--- config.mk ---
export PLATFORM = sky130hd
export DESIGN_NAME = filter_config_setup_decode
export DESIGN_NICKNAME = d
export VERILOG_FILES = /design/src/hw/filter_cfg_pkg.sv /design/src/hw/filter_rate_lookup.sv /design/src/hw/filter_config_setup_decode.sv
export SDC_FILE = /design/constraint.sdc
export NUM_CORES = 1
export LEC_CHECK = 0
export ABC_AREA = 1
export BUFFER_PORTS_ARGS = -buffer_cell sky130_fd_sc_hd__buf_2
export CORE_ASPECT_RATIO = 0.5
export CORE_MARGIN = 8
export CORE_UTILIZATION = 55
export CTS_BUF_LIST = sky130_fd_sc_hd__clkbuf_8 sky130_fd_sc_hd__clkbuf_16
export CTS_CLUSTER_DIAMETER = 120
export DETAILED_ROUTE_END_ITERATION = 16
export GPL_TIMING_DRIVEN = 0
export PLACE_DENSITY_LB_ADDON = 0.15
export SYNTH_ARGS = -nofsm -noshare
export SYNTH_HDL_FRONTEND = slang
export SYNTH_SLANG_ARGS = --single-unit
export TNS_END_PERCENT = 30
--- constraint.sdc ---
create_clock -name core_clk -period 3.4 [get_ports core_clk]
set_clock_uncertainty 0.05 [all_clocks]
set_input_delay 0.17 -clock core_clk [delete_from_list [all_inputs] [get_ports core_clk]]
set_output_delay 0.17 -clock core_clk [all_outputs]
set_load 0.02 [all_outputs]
--- src/hw/filter_cfg_pkg.sv ---
// Purpose: constants for the setup 0 filter configuration block
// Assumes: 16-bit register, modulator clock is the core clock
// Notes:   rates in milli-samples per second, settling in microseconds
package filter_cfg_pkg;
   // ****************************************************************
   // register map
   // ****************************************************************
   localparam logic [5:0]  FILT_CFG_ADDR    = 6'h28;
   localparam logic [15:0] FILT_CFG_RESET   = 16'h0500;
   localparam logic [15:0] TABLE_MODE_MASK  = 16'h8F7F;
   localparam logic [15:0] DIRECT_MODE_MASK = 16'hFFFF;
   localparam logic [15:0] REG_ZERO         = 16'h0000;
   localparam int DIRECT_BIT = 15;
   localparam int RATIO_MSB  = 14;
   localparam int RSVD_HI    = 14;
   localparam int RSVD_LO    = 12;
   localparam int PF_EN_BIT  = 11;
   localparam int PF_SEL_MSB = 10;
   localparam int PF_SEL_LSB = 8;
   localparam int RSVD_BIT   = 7;
   localparam int ORDER_MSB  = 6;
   localparam int ORDER_LSB  = 5;
   localparam int RATE_MSB   = 4;

   // ****************************************************************
   // encodings
   // ****************************************************************
   localparam logic [1:0] ORDER_SINC5_SINC1 = 2'h0;
   localparam logic [1:0] ORDER_SINC3       = 2'h3;
   localparam logic [2:0] PF_27SPS          = 3'h2;
   localparam logic [2:0] PF_21SPS          = 3'h3;
   localparam logic [2:0] PF_20SPS          = 3'h5;
   localparam logic [2:0] PF_16SPS          = 3'h6;
   localparam logic [4:0] RATE_CODE_MAX     = 5'h16;
   localparam logic [4:0] RATE_CODE_TOP     = 5'h05;
   localparam int         DECIM_FACTOR      = 32;

   // ****************************************************************
   // rate and postfilter tables
   // ****************************************************************
   localparam logic [31:0] RATE_MSPS [0:22] = '{
      32'd31250000, 32'd31250000, 32'd31250000, 32'd31250000,
      32'd31250000, 32'd31250000, 32'd15625000, 32'd10417000,
      32'd5208000,  32'd2597000,  32'd1007000,  32'd503800,
      32'd381000,   32'd200300,   32'd100200,   32'd59520,
      32'd49680,    32'd20010,    32'd16630,    32'd10000,
      32'd5000,     32'd2500,     32'd1250};
   localparam logic [31:0] PF_RATE_MSPS [0:3] =
      '{32'd27000, 32'd21250, 32'd20000, 32'd16670};
   localparam logic [6:0]  PF_REJ_DB [0:3] =
      '{7'd47, 7'd62, 7'd86, 7'd92};
   localparam logic [15:0] PF_SETTLE_US [0:3] =
      '{16'd36700, 16'd40000, 16'd50000, 16'd60000};

   typedef enum logic [1:0] {
      CONV_IDLE    = 2'b00,
      CONV_RESTART = 2'b01,
      CONV_RUN     = 2'b11
   } conv_state_e;
endpackage

--- src/hw/filter_rate_lookup.sv ---
// Purpose: maps configuration fields to nominal rate and postfilter data
// Assumes: purely combinational; caller registers the results
// Notes:   unlisted encodings report cfg_valid low and zero figures
`timescale 1ns/1ps
module filter_rate_lookup
   import filter_cfg_pkg::*;
(
   // configuration fields
   input  wire logic        direct_mode,
   input  wire logic        postfilter_active,
   input  wire logic [2:0]  postfilter_select,
   input  wire logic [1:0]  filter_order,
   input  wire logic [4:0]  output_rate_code,
   // decoded figures
   output logic      [31:0] rate_msps,
   output logic      [6:0]  rejection_db,
   output logic      [15:0] settling_us,
   output logic             cfg_valid
);
   logic [2:0] pf_idx;

   always_comb begin
      rate_msps    = '0;
      rejection_db = '0;
      settling_us  = '0;
      cfg_valid    = 1'b0;
      pf_idx       = 3'h4;
      case (postfilter_select)
         PF_27SPS: pf_idx = 3'h0;
         PF_21SPS: pf_idx = 3'h1;
         PF_20SPS: pf_idx = 3'h2;
         PF_16SPS: pf_idx = 3'h3;
         default:  pf_idx = 3'h4;
      endcase
      if (direct_mode) begin
         // rate set by decimation ratio, see the tick output
         cfg_valid = 1'b1;
      end else if (postfilter_active) begin
         if (!pf_idx[2]) begin
            rate_msps    = PF_RATE_MSPS[pf_idx[1:0]];
            rejection_db = PF_REJ_DB[pf_idx[1:0]];
            settling_us  = PF_SETTLE_US[pf_idx[1:0]];
            cfg_valid    = 1'b1;
         end
      end else if (output_rate_code <= RATE_CODE_MAX &&
                   (filter_order == ORDER_SINC5_SINC1 ||
                    filter_order == ORDER_SINC3)) begin
         rate_msps = RATE_MSPS[output_rate_code];
         cfg_valid = 1'b1;
      end
   end
endmodule // filter_rate_lookup

--- src/hw/filter_config_setup_decode.sv ---
// Purpose: setup 0 filter configuration register, decode and restart
// Assumes: core_clk is the modulator clock; register port is synchronous
// Notes:   writes abort the running conversion and restart at channel 0
// Notes on behaviour
// - the setup 0 filter word is 16 bits at 0x28 and resets to 0x0500.
// - any write to 0x28 aborts the conversion and restarts at the first channel.
// - with bit 15 set, bits 14 to 0 are a sinc3 ratio and all else is off.
// - in direct mode one output comes every 32 times the ratio clocks.
// - bit 11 turns the 50/60 Hz postfilter on, and resets to off.
// - postfilter codes 010 and 011 give 27 and 21.25 SPS.
// - postfilter codes 101 (reset) and 110 give 20 and 16.67 SPS.
// - order 00 picks sinc5 plus sinc1 and 11 picks sinc3.
// - bits 4 to 0 set the output rate for the sinc5 plus sinc1 and the sinc3 paths.
// - rate codes 0 to 5 give 31250 SPS, 6 to 8 give 15625 to 5208 SPS.
// - rate codes 9 to 22 give 2597 down to 1.25 SPS.
`timescale 1ns/1ps
module filter_config_setup_decode
   import filter_cfg_pkg::*;
#(
   parameter int CH_W = 4
)(
   // clock and reset
   input  wire logic            core_clk,
   input  wire logic            rst,
   // register port
   input  wire logic            reg_wr,
   input  wire logic            reg_rd,
   input  wire logic [5:0]      reg_addr,
   input  wire logic [15:0]     reg_wdata,
   output logic      [15:0]     reg_rdata,
   output logic                 reg_hit,
   // conversion sequence
   input  wire logic            conv_enable,
   input  wire logic            conv_done,
   input  wire logic [CH_W-1:0] channel_count,
   output logic                 conv_abort,
   output logic                 seq_restart,
   output logic      [CH_W-1:0] channel_idx,
   output logic                 direct_tick,
   // decoded configuration
   output logic                 direct_mode,
   output logic      [14:0]     decim_ratio,
   output logic                 postfilter_enable,
   output logic                 postfilter_active,
   output logic      [2:0]      postfilter_select,
   output logic                 sinc3_selected,
   output logic      [1:0]      filter_order,
   output logic      [4:0]      output_rate_code,
   output logic      [31:0]     rate_msps,
   output logic      [6:0]      rejection_db,
   output logic      [15:0]     settling_us,
   output logic                 cfg_valid
);
   // ****************************************************************
   // functions
   // ****************************************************************
   function automatic logic [15:0] masked_write(input logic [15:0] d);
      masked_write = d[DIRECT_BIT] ? (d & DIRECT_MODE_MASK)
                                   : (d & TABLE_MODE_MASK);
   endfunction

   function automatic logic [19:0] tick_period(input logic [14:0] r);
      tick_period = 20'(r) * 20'(DECIM_FACTOR);
   endfunction

   // ****************************************************************
   // configuration register
   // ****************************************************************
   logic [15:0]       cfg_ff,    nxt_cfg;
   logic [15:0]       rdata_ff,  nxt_rdata;
   logic              abort_ff,  nxt_abort;
   logic              wr_hit;
   logic [31:0]       lk_rate;
   logic [6:0]        lk_rej;
   logic [15:0]       lk_settle;
   logic              lk_valid;
   logic [31:0]       rate_ff;
   logic [6:0]        rej_ff;
   logic [15:0]       settle_ff;
   logic              valid_ff;

   assign reg_hit = (reg_addr == FILT_CFG_ADDR);
   assign wr_hit  = reg_wr && reg_hit;

   always_comb begin
      nxt_cfg   = cfg_ff;
      nxt_rdata = rdata_ff;
      nxt_abort = wr_hit;
      if (wr_hit) begin
         nxt_cfg = masked_write(reg_wdata);
      end
      if (reg_rd) begin
         nxt_rdata = reg_hit ? cfg_ff : REG_ZERO;
      end
   end

   always_ff @(posedge core_clk) begin
      if (rst) begin
         cfg_ff    <= FILT_CFG_RESET;
         rdata_ff  <= REG_ZERO;
         abort_ff  <= 1'b0;
         rate_ff   <= '0;
         rej_ff    <= '0;
         settle_ff <= '0;
         valid_ff  <= 1'b0;
      end else begin
         cfg_ff    <= nxt_cfg;
         rdata_ff  <= nxt_rdata;
         abort_ff  <= nxt_abort;
         rate_ff   <= lk_rate;
         rej_ff    <= lk_rej;
         settle_ff <= lk_settle;
         valid_ff  <= lk_valid;
      end
   end

   // ****************************************************************
   // field decode
   // ****************************************************************
   assign direct_mode       = cfg_ff[DIRECT_BIT];
   assign decim_ratio       = direct_mode ? cfg_ff[RATIO_MSB:0] : '0;
   assign postfilter_enable = !direct_mode && cfg_ff[PF_EN_BIT];
   assign postfilter_select = cfg_ff[PF_SEL_MSB:PF_SEL_LSB];
   assign filter_order      = direct_mode ? ORDER_SINC3
                                          : cfg_ff[ORDER_MSB:ORDER_LSB];
   assign sinc3_selected    = (filter_order == ORDER_SINC3);
   assign output_rate_code  = cfg_ff[RATE_MSB:0];
   // postfilter only acts behind sinc5 plus sinc1
   assign postfilter_active = postfilter_enable &&
                              filter_order == ORDER_SINC5_SINC1;
   assign reg_rdata         = rdata_ff;
   assign conv_abort        = abort_ff;
   assign rate_msps         = rate_ff;
   assign rejection_db      = rej_ff;
   assign settling_us       = settle_ff;
   assign cfg_valid         = valid_ff;

   filter_rate_lookup u_lookup (
      .direct_mode       (direct_mode),
      .postfilter_active (postfilter_active),
      .postfilter_select (postfilter_select),
      .filter_order      (filter_order),
      .output_rate_code  (output_rate_code),
      .rate_msps         (lk_rate),
      .rejection_db      (lk_rej),
      .settling_us       (lk_settle),
      .cfg_valid         (lk_valid)
   );

   // ****************************************************************
   // direct decimation timing
   // ****************************************************************
   conv_state_e state_ff,   nxt_state;
   logic [19:0] div_cnt_ff, nxt_div_cnt;
   logic        tick_ff,    nxt_tick;

   always_comb begin
      nxt_div_cnt = '0;
      nxt_tick    = 1'b0;
      if (direct_mode && decim_ratio != '0 && !abort_ff &&
          state_ff == CONV_RUN) begin
         if (div_cnt_ff >= tick_period(decim_ratio) - 20'h00001) begin
            nxt_tick = 1'b1;
         end else begin
            nxt_div_cnt = div_cnt_ff + 20'h00001;
         end
      end
   end

   always_ff @(posedge core_clk) begin
      if (rst) begin
         div_cnt_ff <= '0;
         tick_ff    <= 1'b0;
      end else begin
         div_cnt_ff <= nxt_div_cnt;
         tick_ff    <= nxt_tick;
      end
   end

   assign direct_tick = tick_ff;

   // ****************************************************************
   // channel sequence
   // ****************************************************************
   logic [CH_W-1:0] chan_ff,  nxt_chan;
   logic            restart_ff, nxt_restart;
   logic            step;

   assign step = direct_mode ? tick_ff : conv_done;

   always_comb begin
      nxt_state   = state_ff;
      nxt_chan    = chan_ff;
      nxt_restart = 1'b0;
      case (state_ff)
         CONV_IDLE: begin
            if (conv_enable) begin
               nxt_state = CONV_RESTART;
            end
         end
         CONV_RESTART: begin
            nxt_chan    = '0;
            nxt_restart = 1'b1;
            nxt_state   = conv_enable ? CONV_RUN : CONV_IDLE;
         end
         CONV_RUN: begin
            if (!conv_enable) begin
               nxt_state = CONV_IDLE;
            end else if (step) begin
               if (chan_ff + 1'b1 >= channel_count) begin
                  nxt_chan = '0;
               end else begin
                  nxt_chan = chan_ff + 1'b1;
               end
            end
         end
         default: nxt_state = CONV_IDLE;
      endcase
      if (abort_ff) begin
         nxt_state = CONV_RESTART;
      end
   end

   always_ff @(posedge core_clk) begin
      if (rst) begin
         state_ff   <= CONV_IDLE;
         chan_ff    <= '0;
         restart_ff <= 1'b0;
      end else begin
         state_ff   <= nxt_state;
         chan_ff    <= nxt_chan;
         restart_ff <= nxt_restart;
      end
   end

   assign channel_idx = chan_ff;
   assign seq_restart = restart_ff;

   logic [19:0] gap_ff;
   always_ff @(posedge core_clk) begin
      if (rst || tick_ff || restart_ff || abort_ff || !direct_mode ||
          state_ff != CONV_RUN) begin
         gap_ff <= '0;
      end else begin
         gap_ff <= gap_ff + 20'h00001;
      end
   end
endmodule // filter_config_setup_decode

# [After elaboration in Yosys (flattened, before gate mapping)]
# Memory sizes are Yosys's and may differ from the RTL's.
# Cells that the tools add are included.
[totals] ff_bits=117 romBits=1024 input_bits=32 out_inout_bits=109 wordCells=97 mem_count=1
[classes] n_addsub=3 order_cmp=5 n_eq_ne=14 mux=35 bitwise=4 reduce_logical=22
[memory_table] name="(name not given)" words=32 word_bits=32 rd=1 rd_clocked_by_memory_dff=0 wr=0 line="filter_rate_lookup.sv:48" source="rate_msps = RATE_MSPS[output_rate_code];"
[ops] operator="$mux 32" n=7
[ops] operator="$bmux 32 s2" n=1
[ops] operator="$mux 16" n=4
[ops] operator="$bmux 16 s2" n=1
[ops] operator="$add 20x1->20 const B" n=1
[ops] operator="$ge 20x20->1" n=1
[ops] operator="$sub 20x1->20 const B" n=1
[ops] operator="$mux 15" n=1
[ops] operator="$reduce_bool 15->1" n=1
[ops] operator="$bmux 7 s2" n=1
[ops] operator="$mux 7" n=2
[ops] operator="$mux 4" n=3
[ops] operator="$pmux 3 s4" n=1
[ops] operator="$mux 1" n=8
[ops] operator="$mux 2" n=4
[ops] operator="$ne 2x2->1 const B" n=4
[ops] operator="$pmux 4 s2" n=1
[ops] operator="$logic_and 1x1->1" n=7
[ops] operator="$eq 3x2->1 const B" n=2
[ops] operator="$eq 3x3->1 const B" n=2
[ops] operator="$eq 6x6->1 const B" n=1
[ops] operator="$ge 6x6->1 const B" n=1
[ops] operator="$ne 3x3->1 const B" n=2
[ops] operator="$not 5->6" n=1
[ops] operator="other kinds (18)" n=25

# [Depth between registers and ports, before layout]
[depth] ltp_word=8 mapped_depth=17 ltp_nobuf=15

# [By module]
# Synthesis repeated with hierarchy kept, for this count alone.
[unflattened] hier_cells=876 hier_area_um2=6249.7
[modules_own_cells] mod="filter_config_setup_decode" instances=1 cells_each=669 area_each_um2=5051.1 seq_area_each_um2=2342.2
[modules_own_cells] mod="filter_rate_lookup" instances=1 cells_each=207 area_each_um2=1198.6 seq_area_each_um2=0.0

# [Worst setup path after synthesis]
# Ideal clock, no wire load.
[synth_timing] path_kind="reg-to-reg" startpoint="register cfg_ff[15]" endpoint="register div_cnt_ff[3]" setup_ps=62 arrival_time_ps=2233 required_time_ps=3288 setup_slack_ps=1055 path_stages_with_launch=15 n_path_buf=1 synth_period_minus_slack_ps=2345 path_cell_list="dfxtp_1 > nand2_1 > nand2_1 > nor2_4 > inv_1 > nor3_1 > nor2_1 > nor2_1 > ha_1 > a21oi_1 > o21ai_0 > nor2_1 > nand3_2 > buf_6 > nor2_2"
[synth_between] elab_chain_cells=7 elab_cells_between_ends=9 cone_classes="1 x add/sub; 1 x order compare; 1 x mux; 1 x bitwise; 5 x reduce/logical"
[synth_lines] item="start: declaration" line="filter_config_setup_decode.sv:69" source="logic [15:0] cfg_ff, nxt_cfg;"
[synth_lines] item="start signal: assignment" line="filter_config_setup_decode.sv:107" source="cfg_ff <= nxt_cfg;"
[synth_lines] item="parallel branches: the longest is 6 deep, another holds $sub 20x1->20"
[synth_lines] item="$reduce_or 3->1 (no source line) (*)"
[synth_lines] item="end signal: assignment" line="filter_config_setup_decode.sv:175" source="div_cnt_ff <= nxt_div_cnt;"
[synth_lines] item="end: declaration" line="filter_config_setup_decode.sv:154" source="logic [19:0] div_cnt_ff, nxt_div_cnt;"
# Mark *: on every way between the ends.
# A chain may end at the register's enable or synchronous reset.

# [Worst setup path in the final report]
[layout_timing] startpoint="register cfg_ff[0]" endpoint="register div_cnt_ff[13]"
[layout_between] elab_chain_cells=7 elab_cells_between_ends=9 cone_classes="1 x add/sub; 1 x order compare; 1 x mux; 1 x bitwise; 5 x reduce/logical"
[layout_lines] item="$mux 15 (*)" line="filter_config_setup_decode.sv:121" source="assign decim_ratio = direct_mode ? cfg_ff[RATIO_MSB:0] : '0;"
[layout_lines] item="parallel branches: the longest is 5 deep, another holds $sub 20x1->20"
[layout_lines] item="$reduce_or 3->1 (no source line) (*)"
# Marks and branches as above.

==> metrics <==
global-route wire length before repair 22.4 mm; cell area after synthesis 5310 um^2; RSZ-0062 raised after global routing no; diode count 0; final net count 950; Min-Delay Path Class input pin to register; startpoint types register; setup ws final 0.745 ns; Post-Syn Instances 730; drt total wl 13.8 mm; Clock Latency Late Sink 0.34 ns; final hold viol count 0; power per cell area 379 nW/um^2; Post-synth top cells nand2_1 (154), dfxtp_1 (97), nor2_1 (92); period utilisation layout 78.1%; leakage 3.47 nW; vias in the first global route 4670; CTS clk-pin slew, worst paths 0.07 ns; Max-Cap Viols 0; EDFF count, synth 0; leading area contributor after synthesis dfxtp_1; Synth top area share 36.6%; Critical Path AT 2.89 ns; CTS root buffer clkbuf_16; Vias/cell 4.88; total gr overflow 0; Most used DFF post-synth dfxtp_1; # clock sinks 97; fin. max-slew vios 0; Initial Utilization 56.4%; final cell count without fillers 1023; syn_area_per_cell 7.27 um^2; pre-CTS WS 0.765 ns; Synth cell types 37; num rows 25; status completed; CTS tree done; Max clock buf depth 2; most frequent cell after synthesis nand2_1; Crit Path Category register to register; CTS Hold Buffers Added 3; Placed Cells 1004; first drt pass iteration count 5; IR drop worst, VDD 0.276 mV; Die Ht 85.5 um; DR iter-0 viols 216; final setup violation count 0; FF+latch count, synth 97; P&R area growth vs syn 22.6%; H-tree depth 3; setup_tns 0 ns; CTS Buf Count 9; Yosys warning count 0; I/O pins 141; Core ar. 9420 um^2; Routed Antenna Nets 0; via count 4996; min Tclk post-route 2.66 ns; DRC viols 0; CTS-repair resized insts 0; sequential fraction of the synthesis area 36.6%; Crit. End Element register; Least-Margin Pin Slew 0.775 ns; worst-path fanout max 10; Synth area leaders dfxtp_1 (37%), nand2_1 (11%), ha_1 (8.2%); Post-CTS Repair Setup Buffers 0; routed length per instance 13.5 um; Post-synth ARST share 0%; gpl congestion 0.862; critical path data required time 3.63 ns; total power 0.00247 W; Die X 155 um; R2R Setup Slk 0.74 ns; largest net degree at the start of global routing 17; Die ar. 13200 um^2; Port Buffers 129; hpwl dp 10.9 mm; share of cells above drive strength 1 26.2%; total track usage 20.7%; Hold Slack 0.00563 ns; worst relative slew slack 47.9%; initial antenna violation count 0; Max Freq 377 MHz
[state kept, by name (all words and copies together) (netlist names)]
| name | cells |
|---|---|
| settling_us | 5 |
| rejection_db | 6 |
| channel_idx | 4 |
| cfg_valid | 1 |
| conv_abort | 1 |
| reg_rdata | 16 |
| cfg_ff | 16 |
| state_ff | 2 |
| seq_restart | 1 |
| direct_tick | 1 |
| div_cnt_ff | 20 |
| rate_msps | 24 |
[through the flow]
| step | util (%) | cell area [um^2] |
|---|---|---|
| final | 69.2 | 6510 |
| after global routing | 69.2 | 6510 |
| after CTS | 69.2 | 6510 |
| after detailed placement | 65.4 | 6160 |
| after global placement | 65.4 | 6160 |
| after floorplan | - | 5350 |
[final timing paths]
kind,from,to,cells after the start
setup reg to reg,cfg_ff[0],div_cnt_ff[13],13
hold / removal,reg_wdata[3],cfg_ff[3],3
setup / recovery,cfg_ff[0],div_cnt_ff[13],13
hold reg to reg,div_cnt_ff[0],div_cnt_ff[0],1
[worst max-delay path, stage by stage, from the launching register on]
cell and delay (ns):
dfxtp_1 0.46, nand2_1 0.16, nand2_1 0.14, nor2_4 0.21, inv_1 0.12, nor2_1 0.20
xor2_1 0.20, ha_1 0.28, a21oi_1 0.15, o21ai_0 0.09, nor2_1 0.16, nand3_2 0.12
buf_6 0.17, nor2_2 0.08
[metal layers]
metal | global-route usage, % | share of wire, % | vias up
met4 | 6.00 | 1.1 | 0
met1 | 24.6 | 43 | 2240
li1 | - | - | 2592
met2 | 36.5 | 48 | 146
met5 | 0 | 0 | -
met3 | 4.92 | 7.0 | 18
[where the power goes]
group          internal, W  switching (W)  leakage [nW]
Clock             0.000646       0.000445         0.161
Combinational    0.0000717       0.000128          2.51
Sequential         0.00116      0.0000148         0.791
Total              0.00188       0.000588          3.47
[cell type report]
type / instances / area, um^2
Buffer: 51 / 339
Clock buffer: 9 / 225
Clock inverter: 7 / 95.1
Fill cell: 813 / 2900
Inverter: 76 / 285
Multi-Input combinational cell: 516 / 2780
Sequential cell: 97 / 1940
Tap cell: 135 / 169
Timing Repair Buffer: 132 / 676
[placed cells by master (no fill, tap or decap), types with 3 or more instances in the layout]
cell type,n
a21oi_1,50
nor2_4,8
xnor2_1,8
clkbuf_16,9
buf_2,136
nand3_1,35
conb_1,11
o22ai_2,3
clkbuf_1,10
xor2_1,14
buf_6,3
inv_1,75
nor2_1,92
dfxtp_1,97
nand4_1,3
dlygate4sd3_1,3
nor2_2,21
buf_4,31
nand3b_1,3
o21ai_0,45
nand2_1,154
nand2_2,10
ha_1,35
nor3_1,6
[kinds of logic after synthesis]
kind of cell	count (synthesis)	synth area share (%)
AOI/OAI and AO/OA	108	11.0
adders and majority gates	35	8.25
xor gates and xnor gates	22	3.63
and+or+nand+nor	340	28.7
DFF	97	36.6
buffers and inverters	127	11.8
other	1	0.0706
No activity file was read; power rests on OpenSTA's default activity.
